==> src/rtl/adm_path_defs.vh <==
// Constants for the ADM encoder path select block
`ifndef ADM_PATH_DEFS_VH
`define ADM_PATH_DEFS_VH

// ===========================================================
// Register offsets on the control bus
`define OFS_CODEC_IRQ_CTRL      8'h81
`define OFS_DEC_ADM_INPUT       8'hd8
`define OFS_ENC_MODE_SETUP      8'he0
`define OFS_ENC_OFFSET_LEVEL    8'he3
`define OFS_ENC_PCM_OUTPUT      8'he6
`define OFS_ENC_DAC_TEST        8'he7
`define OFS_ENC_ADM_INPUT       8'he8
`define OFS_ADM_REQ_STATUS      8'he9

// ===========================================================
// Encoder mode and setup field positions
`define FLD_DECIM_RATE          15
`define FLD_PCM_SEL_HI          14
`define FLD_PCM_SEL_LO          13
`define FLD_ADM_SEL_HI          12
`define FLD_ADM_SEL_LO          11
`define FLD_LDO_SEL_HI          10
`define FLD_LDO_SEL_LO          9
`define FLD_IDLE_ENH            8

// Interrupt control bit positions
`define FLD_IRQ_DEC_ADM         0
`define FLD_IRQ_ENC_ADM         1

// ===========================================================
// Field encodings
`define PCM_SEL_BURST           2'h2
`define PCM_SEL_HOST            2'h3
`define ADM_SEL_COMPARATOR      2'h0
`define ADM_SEL_HOST            2'h1
`define LDO_SEL_ESTIMATOR       2'h0
`define LDO_SEL_SUM             2'h1
`define LDO_SEL_DIRECT          2'h2
`define LDO_SEL_INTERP          2'h3

// ===========================================================
// Reset values
`define RST_MODE_SETUP          16'h0100
`define RST_WORD16              16'h0000
`define RST_IRQ_CTRL            2'h0

// ===========================================================
// Datapath sizes and counts
`define ADM_WORD_BITS           16
`define ADM_CNT_LAST            4'hf
`define DECIM_LAST_BY4          3'h3
`define DECIM_LAST_BY8          3'h7
`define DECIM_SHIFT_BY4         2
`define DECIM_SHIFT_BY8         3
`define INTERP_SHIFT            3
`define TRACK_SHIFT             8
`define PCM_MAX                 18'sh07fff
`define PCM_MIN                 18'sh38000

`endif

==> src/rtl/adm_bit_feeder.v <==
// Serialises a host-written ADM word one bit per codec bit period
`timescale 1ns/1ps

module adm_bit_feeder (
    // Clock and reset
    input  wire        clk_i,
    input  wire        reset_n_i,
    // Host side
    input  wire        load_i,
    input  wire [15:0] word_i,
    // Codec bit timing
    input  wire        tick_i,
    // Serial side
    output reg         bit_o,
    output reg         drained_o
);

`include "adm_path_defs.vh"

    reg [15:0] held;
    reg [15:0] shift;
    reg [3:0]  count;

    // ===========================================================
    // Shift out LSB first; the held word repeats so an idle pattern keeps playing
    always @(posedge clk_i or negedge reset_n_i) begin
        if (!reset_n_i) begin
            held      <= `RST_WORD16;
            shift     <= `RST_WORD16;
            count     <= 4'h0;
            bit_o     <= 1'b0;
            drained_o <= 1'b0;
        end else begin
            drained_o <= 1'b0;
            if (load_i) begin
                held <= word_i;
            end
            if (tick_i) begin
                bit_o <= shift[0];
                if (count == `ADM_CNT_LAST) begin
                    count     <= 4'h0;
                    shift     <= load_i ? word_i : held;
                    drained_o <= 1'b1;           // Word used up, host may refill
                end else begin
                    count <= count + 4'h1;
                    shift <= {1'b0, shift[15:1]};
                end
            end else if (load_i && count == 4'h0) begin
                shift <= word_i;                 // Fresh word at a word boundary
            end
        end
    end

endmodule

==> src/rtl/adm_encoder_path_select.v <==
// ADM codec encoder path select: setup registers, routing, PCM filter and offset tracking
`timescale 1ns/1ps

module adm_encoder_path_select (
    // Clock and reset
    input  wire        clk_i,
    input  wire        reset_n_i,
    // Control bus register port
    input  wire [7:0]  reg_addr_i,
    input  wire [15:0] reg_wdata_i,
    input  wire        reg_write_i,
    input  wire        reg_read_i,
    output reg  [15:0] reg_rdata_o,
    output reg         reg_rvalid_o,
    // Codec bit timing
    input  wire        bit_tick_i,
    // Decoder side
    input  wire        dec_use_host_word_i,
    input  wire        dec_stream_bit_i,
    output reg         dec_adm_bit_o,
    // Encoder analog and estimator side
    input  wire        comparator_bit_i,
    input  wire [15:0] estimator_pcm_i,
    // Burst interface receive samples
    input  wire [15:0] burst_rx_pcm_i,
    input  wire        burst_rx_valid_i,
    // Encoder results
    output reg         enc_adm_bit_o,
    output reg         enc_loop_open_o,
    output reg         enc_interpolating_o,
    output reg  [15:0] local_decoder_pcm_o,
    output reg         direct_pcm_test_o,
    output reg         pcm_out_valid_o,
    output reg  [15:0] offset_estimate_o,
    // Host update requests
    output reg         dec_adm_irq_o,
    output reg         enc_adm_irq_o
);

`include "adm_path_defs.vh"

    // ===========================================================
    // Register state
    reg [15:0] mode_setup;          // Host view of the encoder setup word
    reg [15:0] mode_active;         // Copy applied to the datapath
    reg [15:0] dec_adm_word;
    reg [15:0] enc_adm_word;
    reg [15:0] offset_level;
    reg [15:0] dac_test_pcm;
    reg [15:0] pcm_output;
    reg [1:0]  irq_ctrl;
    reg        dec_adm_req;
    reg        enc_adm_req;

    // Datapath state
    reg [2:0]  decim_cnt;
    reg [18:0] decim_acc;
    reg [15:0] pcm_sample;
    reg [15:0] pcm_interp;
    reg [23:0] track_acc;

    wire       wr_dec_adm = reg_write_i && (reg_addr_i == `OFS_DEC_ADM_INPUT);
    wire       wr_enc_adm = reg_write_i && (reg_addr_i == `OFS_ENC_ADM_INPUT);
    wire       dec_feed_bit;
    wire       dec_drained;
    wire       enc_feed_bit;
    wire       enc_drained;

    // Active field decode
    wire       decim_by4   = mode_active[`FLD_DECIM_RATE];
    wire [1:0] pcm_sel     = mode_active[`FLD_PCM_SEL_HI:`FLD_PCM_SEL_LO];
    wire [1:0] adm_sel     = mode_active[`FLD_ADM_SEL_HI:`FLD_ADM_SEL_LO];
    wire [1:0] ldo_sel     = mode_active[`FLD_LDO_SEL_HI:`FLD_LDO_SEL_LO];
    wire       idle_enh    = mode_active[`FLD_IDLE_ENH];
    wire       interpolate = pcm_sel[1];

    // ===========================================================
    // Host ADM word serialisers
    adm_bit_feeder u_dec_feed (
        .clk_i     (clk_i),
        .reset_n_i (reset_n_i),
        .load_i    (wr_dec_adm),
        .word_i    (reg_wdata_i),
        .tick_i    (bit_tick_i),
        .bit_o     (dec_feed_bit),
        .drained_o (dec_drained)
    );

    adm_bit_feeder u_enc_feed (
        .clk_i     (clk_i),
        .reset_n_i (reset_n_i),
        .load_i    (wr_enc_adm),
        .word_i    (reg_wdata_i),
        .tick_i    (bit_tick_i),
        .bit_o     (enc_feed_bit),
        .drained_o (enc_drained)
    );

    // ===========================================================
    // Register writes
    always @(posedge clk_i or negedge reset_n_i) begin
        if (!reset_n_i) begin
            mode_setup   <= `RST_MODE_SETUP;
            dec_adm_word <= `RST_WORD16;
            enc_adm_word <= `RST_WORD16;
            offset_level <= `RST_WORD16;
            dac_test_pcm <= `RST_WORD16;
            irq_ctrl     <= `RST_IRQ_CTRL;
        end else if (reg_write_i) begin
            case (reg_addr_i)
                `OFS_ENC_MODE_SETUP:   mode_setup   <= reg_wdata_i;
                `OFS_DEC_ADM_INPUT:    dec_adm_word <= reg_wdata_i;
                `OFS_ENC_ADM_INPUT:    enc_adm_word <= reg_wdata_i;
                `OFS_ENC_OFFSET_LEVEL: offset_level <= reg_wdata_i;
                `OFS_ENC_DAC_TEST:     dac_test_pcm <= reg_wdata_i;
                `OFS_CODEC_IRQ_CTRL:   irq_ctrl     <= reg_wdata_i[`FLD_IRQ_ENC_ADM:`FLD_IRQ_DEC_ADM];
                default: begin
                end
            endcase
        end
    end

    // ===========================================================
    // Setup word reaches the datapath only on a bit period boundary,
    // so a routing change never splits one codec bit between two paths
    always @(posedge clk_i or negedge reset_n_i) begin
        if (!reset_n_i) begin
            mode_active <= `RST_MODE_SETUP;
        end else if (bit_tick_i) begin
            mode_active <= mode_setup;
        end
    end

    // ===========================================================
    // Register reads, one cycle after the strobe
    always @(posedge clk_i or negedge reset_n_i) begin
        if (!reset_n_i) begin
            reg_rdata_o  <= `RST_WORD16;
            reg_rvalid_o <= 1'b0;
        end else begin
            reg_rvalid_o <= reg_read_i;
            if (reg_read_i) begin
                case (reg_addr_i)
                    `OFS_ENC_MODE_SETUP:   reg_rdata_o <= mode_setup;
                    `OFS_DEC_ADM_INPUT:    reg_rdata_o <= dec_adm_word;
                    `OFS_ENC_ADM_INPUT:    reg_rdata_o <= enc_adm_word;
                    `OFS_ENC_OFFSET_LEVEL: reg_rdata_o <= offset_level;
                    `OFS_ENC_DAC_TEST:     reg_rdata_o <= dac_test_pcm;
                    `OFS_ENC_PCM_OUTPUT:   reg_rdata_o <= pcm_output;
                    `OFS_CODEC_IRQ_CTRL:   reg_rdata_o <= {14'h0000, irq_ctrl};
                    `OFS_ADM_REQ_STATUS:   reg_rdata_o <= {14'h0000, enc_adm_req, dec_adm_req};
                    default:               reg_rdata_o <= `RST_WORD16;
                endcase
            end
        end
    end

    // ===========================================================
    // Refill requests: a drained word sets the flag, a write clears it,
    // and a drain in the same cycle as the write wins
    always @(posedge clk_i or negedge reset_n_i) begin
        if (!reset_n_i) begin
            dec_adm_req   <= 1'b0;
            enc_adm_req   <= 1'b0;
            dec_adm_irq_o <= 1'b0;
            enc_adm_irq_o <= 1'b0;
        end else begin
            if (dec_drained) begin
                dec_adm_req <= 1'b1;
            end else if (wr_dec_adm) begin
                dec_adm_req <= 1'b0;
            end
            if (enc_drained) begin
                enc_adm_req <= 1'b1;
            end else if (wr_enc_adm) begin
                enc_adm_req <= 1'b0;
            end
            dec_adm_irq_o <= irq_ctrl[`FLD_IRQ_DEC_ADM] && (dec_drained || (dec_adm_req && !wr_dec_adm));
            enc_adm_irq_o <= irq_ctrl[`FLD_IRQ_ENC_ADM] && (enc_drained || (enc_adm_req && !wr_enc_adm));
        end
    end

    // ===========================================================
    // Decoder input: the host word, which may hold an idle pattern,
    // or the normal received stream
    always @(posedge clk_i or negedge reset_n_i) begin
        if (!reset_n_i) begin
            dec_adm_bit_o <= 1'b0;
        end else if (bit_tick_i) begin
            dec_adm_bit_o <= dec_use_host_word_i ? dec_feed_bit : dec_stream_bit_i;
        end
    end

    // ===========================================================
    // PCM filter source: burst samples or the host test word
    reg [15:0] next_sample;
    always @* begin
        next_sample = pcm_sample;
        if (pcm_sel == `PCM_SEL_BURST && burst_rx_valid_i) begin
            next_sample = burst_rx_pcm_i;
        end else if (pcm_sel == `PCM_SEL_HOST) begin
            next_sample = dac_test_pcm;
        end
    end

    // ===========================================================
    // PCM filter: decimate the estimator, or interpolate the sample
    // with a one-pole smoother (cheap, but softens fast steps)
    wire [18:0] decim_sum  = decim_acc + {{3{estimator_pcm_i[15]}}, estimator_pcm_i};
    wire [2:0]  decim_last = decim_by4 ? `DECIM_LAST_BY4 : `DECIM_LAST_BY8;
    wire [18:0] decim_avg  = decim_by4 ? ($signed(decim_sum) >>> `DECIM_SHIFT_BY4)
                                       : ($signed(decim_sum) >>> `DECIM_SHIFT_BY8);
    wire [16:0] interp_err = {pcm_sample[15], pcm_sample} - {pcm_interp[15], pcm_interp};
    wire [16:0] interp_stp = $signed(interp_err) >>> `INTERP_SHIFT;

    always @(posedge clk_i or negedge reset_n_i) begin
        if (!reset_n_i) begin
            decim_cnt       <= 3'h0;
            decim_acc       <= 19'h00000;
            pcm_output      <= `RST_WORD16;
            pcm_out_valid_o <= 1'b0;
            pcm_sample      <= `RST_WORD16;
            pcm_interp      <= `RST_WORD16;
        end else begin
            pcm_out_valid_o <= 1'b0;
            pcm_sample      <= next_sample;
            if (bit_tick_i) begin
                if (!interpolate) begin
                    if (decim_cnt >= decim_last) begin
                        decim_cnt       <= 3'h0;
                        decim_acc       <= 19'h00000;
                        pcm_output      <= decim_avg[15:0];
                        pcm_out_valid_o <= 1'b1;
                    end else begin
                        decim_cnt <= decim_cnt + 3'h1;
                        decim_acc <= decim_sum;
                    end
                end else begin
                    decim_cnt  <= 3'h0;
                    decim_acc  <= 19'h00000;
                    pcm_interp <= pcm_interp + interp_stp[15:0];
                end
            end
        end
    end

    // ===========================================================
    // ADM encoder input select
    wire       fb_bit = ($signed(pcm_interp) >= $signed(estimator_pcm_i));
    reg        next_enc_bit;
    always @* begin
        case (adm_sel)
            `ADM_SEL_COMPARATOR: next_enc_bit = comparator_bit_i;
            `ADM_SEL_HOST:       next_enc_bit = enc_feed_bit;
            default:             next_enc_bit = fb_bit;
        endcase
    end

    always @(posedge clk_i or negedge reset_n_i) begin
        if (!reset_n_i) begin
            enc_adm_bit_o       <= 1'b0;
            enc_loop_open_o     <= 1'b0;
            enc_interpolating_o <= 1'b0;
        end else begin
            if (bit_tick_i) begin
                enc_adm_bit_o <= next_enc_bit;
            end
            enc_loop_open_o     <= (adm_sel == `ADM_SEL_HOST);
            enc_interpolating_o <= interpolate;
        end
    end

    // ===========================================================
    // Local decoder output select
    wire [17:0] est_ext   = {{2{estimator_pcm_i[15]}}, estimator_pcm_i};
    wire [17:0] interp_ex = {{2{pcm_interp[15]}}, pcm_interp};
    wire [17:0] sample_ex = {{2{pcm_sample[15]}}, pcm_sample};
    wire [17:0] level_ex  = {{2{offset_level[15]}}, offset_level};
    wire [17:0] track_ex  = {{2{track_acc[23]}}, track_acc[23:8]};
    reg  [17:0] ldo_raw;
    reg  [17:0] next_ldo;

    always @* begin
        case (ldo_sel)
            `LDO_SEL_ESTIMATOR: ldo_raw = est_ext;
            `LDO_SEL_SUM:       ldo_raw = est_ext + interp_ex;
            `LDO_SEL_DIRECT:    ldo_raw = sample_ex;
            default:            ldo_raw = interp_ex;
        endcase
        // Programmed level always applies; tracked offset only when enhance is set
        next_ldo = idle_enh ? (ldo_raw + level_ex - track_ex) : (ldo_raw + level_ex);
        if ($signed(next_ldo) > $signed(`PCM_MAX)) begin
            next_ldo = `PCM_MAX;
        end else if ($signed(next_ldo) < $signed(`PCM_MIN)) begin
            next_ldo = `PCM_MIN;
        end
    end

    // ===========================================================
    // Offset tracker: slow leaky average of the routed signal; it is
    // frozen and cleared with enhance off so no stale offset lingers
    wire [23:0] ldo_wide  = {{6{ldo_raw[17]}}, ldo_raw};
    wire [23:0] track_err = ldo_wide - ({{8{track_acc[23]}}, track_acc[23:8]});

    always @(posedge clk_i or negedge reset_n_i) begin
        if (!reset_n_i) begin
            track_acc           <= 24'h000000;
            local_decoder_pcm_o <= `RST_WORD16;
            direct_pcm_test_o   <= 1'b0;
            offset_estimate_o   <= `RST_WORD16;
        end else begin
            if (!idle_enh) begin
                track_acc <= 24'h000000;
            end else if (bit_tick_i) begin
                track_acc <= track_acc + track_err;
            end
            if (bit_tick_i) begin
                local_decoder_pcm_o <= next_ldo[15:0];
            end
            direct_pcm_test_o <= (ldo_sel == `LDO_SEL_DIRECT);
            offset_estimate_o <= track_ex[15:0];
        end
    end

endmodule

==> config.mk <==
export PLATFORM = sky130hd
export DESIGN_NAME = adm_encoder_path_select
export DESIGN_NICKNAME = d
export VERILOG_FILES = /design/src/rtl/adm_bit_feeder.v /design/src/rtl/adm_encoder_path_select.v
export VERILOG_INCLUDE_DIRS = /design/src /design/src/rtl
export SDC_FILE = /design/constraint.sdc
export NUM_CORES = 1
export LEC_CHECK = 0
export CAP_MARGIN = 20
export CORE_ASPECT_RATIO = 0.5
export CORE_UTILIZATION = 60
export CTS_BUF_LIST = sky130_fd_sc_hd__clkbuf_4
export DETAILED_ROUTE_END_ITERATION = 10
export DONT_BUFFER_PORTS = 1
export GPL_ROUTABILITY_DRIVEN = 0
export GPL_TIMING_DRIVEN = 0
export PLACE_DENSITY = 0.79
export SYNTH_ARGS = -nofsm -noshare
export SYNTH_HDL_FRONTEND = slang
export SYNTH_SLANG_ARGS = --single-unit
==> constraint.sdc <==
create_clock -name clk_i -period 5.9 [get_ports clk_i]
set_input_delay 0.295 -clock clk_i [delete_from_list [all_inputs] [get_ports clk_i]]
set_output_delay 0.295 -clock clk_i [all_outputs]
set_load 0.02 [all_outputs]
==> flow_summary.json <==
{
  "clkSinkCount": 319,
  "area_growth_pct": 14.4,
  "cts_root_buf": "clkbuf_4",
  "wl_met1_mm": 24.7,
  "dieArea_um2": 34600,
  "synth_most_common_cell": "dfrtp_1",
  "worst_ep_required_time_ns": 6.55,
  "cts_buffers": 77,
  "final_antenna_net_count": 0,
  "totalWireLength_mm": 63.1,
  "port_buffers": 0,
  "crit_family": "simple AND/OR/NAND/NOR gates",
  "timing.hold.ws_ns": -0.812,
  "synth_top_area_frac": 0.391,
  "reg2reg_from": "pcm_interp[0]",
  "hp-class": "in -> async",
  "critical_path_class": "reg -> reg",
  "drt-vias-per-instance": 6.40,
  "fin_skew_ns": 0.0753,
  "top_layer": "met4",
  "routed-wl-met2_mm": 28.1,
  "drv_slew": 0,
  "min_period_ns": 6.21,
  "track_usage": 0.363,
  "synth_warnings": 0,
  "worst_setup_path_end_kind": "register",
  "period_share": 1.05,
  "clk_latency_ns": 0.83,
  "max_freq_mhz": 161,
  "largest_reg_flops": 24,
  "cp-start-kind": "register",
  "setup_viol": 20,
  "wl_met3_mm": 7.04,
  "rsz0062_at_grt": "true",
  "grt.overflow.total": 0,
  "antenna_found_initial": 6,
  "fin_nets": 2568,
  "finalSetupTns_ns": -4.93,
  "stdcell_area_um2": 23200,
  "power.total_mw": 9.02,
  "worstPathMaxFanout": 5,
  "leakage_nw": 10.9,
  "hold_viol_final": 319,
  "dp.cells": 2608,
  "drive_above_1_share": 0.159,
  "slowest_stage": "mux4_2",
  "worstSetupStartpoint": "pcm_interp[0]",
  "synth-seq-cells": 319,
  "cp_slowest_stage_delay_ns": 0.60,
  "grt_max_degree": 320,
  "setup_ws_ns": -0.314,
  "top_regs": "track_acc: 24 flops, decim_acc: 19 flops",
  "postPlaceCellArea_um2": 20900,
  "synth_ff_type": "dfrtp_1",
  "clkTransAtPathRegs_ns": 0.08,
  "synth_edf_count": 0,
  "peakVddDrop_mv": 0.379,
  "yosysTopAreaCell": "dfrtp_1",
  "ys_types": 77,
  "status": "complete, but fails checks",
  "detail_route.wl_per_cell_um": 22.3,
  "power_density_nw_per_um2": 389,
  "grt_pass1_vias": 17500,
  "post-place-ws_ns": -0.920,
  "ys_seq_area_frac": 0.394,
  "crit_arrival_ns": 6.86,
  "async_flop_share": 1.00,
  "synth_common_cells": "dfrtp_1 (317), nand2_1 (278), nor2_1 (175), a21oi_1 (172), ha_1 (160)",
  "crit_buf_inv": 3,
  "top_register": "track_acc",
  "netlist_area_um2": 20300,
  "boundaryPins": 122,
  "initial_core_util": 0.612,
  "syn-num-nets": 2399,
  "failed_checks": "negative hold slack, negative setup slack",
  "drt-initial-drc-count": 2170,
  "htreeDepth": 3,
  "max_slew_margin": 0.218,
  "grt_pass1_wl_mm": 96.4,
  "synthTopCellsByArea": "dfrtp_1 (39%), ha_1 (9.9%), mux2_2 (5.3%)",
  "final_cells": 2831,
  "hold_buffers": 51,
  "path_common_cell": "ha_4",
  "synth.avg_cell_area_um2": 9.36,
  "vias": 18100,
  "firstDrtPassIters": 8,
  "cap_violations": 0,
  "postSynthCellCount": 2167,
  "cts_buffer_depth": 3,
  "die_h_um": 132,
  "coreArea_um2": 33200,
  "drc": 0,
  "tightestPinTransition_ns": 1.17,
  "rows": 47,
  "hpwl_mm": 44.6,
  "cts_tree": "done",
  "die_w_um": 262
}
==> logic make-up (layout without fill, tap and decap cells) <==
group | count (synthesis) | in the layout | synth area share
multiplexers | 138 | 138 | 0.0833
XOR/XNOR | 111 | 111 | 0.0479
flip-flops | 319 | 319 | 0.394
AND/OR/NAND/NOR | 642 | 642 | 0.141
AO/OA/AOI/OAI | 589 | 589 | 0.191
adder cells (fa/ha/maj) | 167 | 167 | 0.106
buffers and inverters | 201 | 420 | 0.0378
other | 0 | 4 | 0
==> timing repair <==
item	in CTS	in global routing
gates resized for setup	57	50
pin swaps	27	30
endpoints found under the setup margin	25	25
setup buffers	21	16
cloned	2	0
endpoints found under the hold margin	501	319
==> final timing paths <==
check,to,slack [ns],depth (start not counted)
min in group clk_i,enc_adm_bit_o,0.04,4
worst max-delay path,local_decoder_pcm_o[5],-0.31,28
worst max register to register,local_decoder_pcm_o[5],-0.31,28
max in group asynchronous,pcm_output[14],5.86,0
worst min register to register,offset_estimate_o[2],0.45,0
worst min-delay path,track_acc[3],-0.81,0
==> cells in the final DEF, fill, tap and decap left out, drive strengths merged, types with 28 or more instances in the layout <==
| cell type | count |
|---|---|
| nand2 | 278 |
| nand3 | 35 |
| o21ai | 101 |
| buf | 48 |
| o22ai | 64 |
| a22o | 28 |
| xnor2 | 74 |
| dlygate4sd3 | 51 |
| xor2 | 37 |
| mux2 | 96 |
| nor2b | 40 |
| inv | 120 |
| ha | 160 |
| clkbuf | 179 |
| nor2 | 175 |
| dfrtp | 317 |
| a21o | 45 |
| a21oi | 173 |
==> metal layers <==
layer / track usage / vias to the layer above
met4: 0.185 / 0
met3: 0.109 / 247
met5: 0 / -
met1: 0.474 / 8735
li1: - / 8151
met2: 0.548 / 988
==> stage by stage <==
stage	hold WS (ns)	utilization
after detailed placement	0.0129	0.630
after global routing	-0.823	0.700
final	-0.812	0.700
after CTS	-0.824	0.689
after floorplan	-0.000591	-
after global placement	0.0126	0.630
==> area by class of cell <==
type	instances	area (um^2)
well taps	441	552
fillers	2434	9960
flip-flops and latches	319	7990
repair buffers	90	815
plain buffers	79	315
clock inverters	20	193
diodes	4	10.0
inverters	122	458
multi-input cells	1647	12100
clock buffers	109	818
==> report_power, final <==
| part | switching, mW | internal [mW] |
|---|---|---|
| sequential | 0.421 | 2.52 |
| combinational | 2.25 | 1.81 |
| clock | 0.984 | 1.03 |
(Power assumes the default switching activity.)
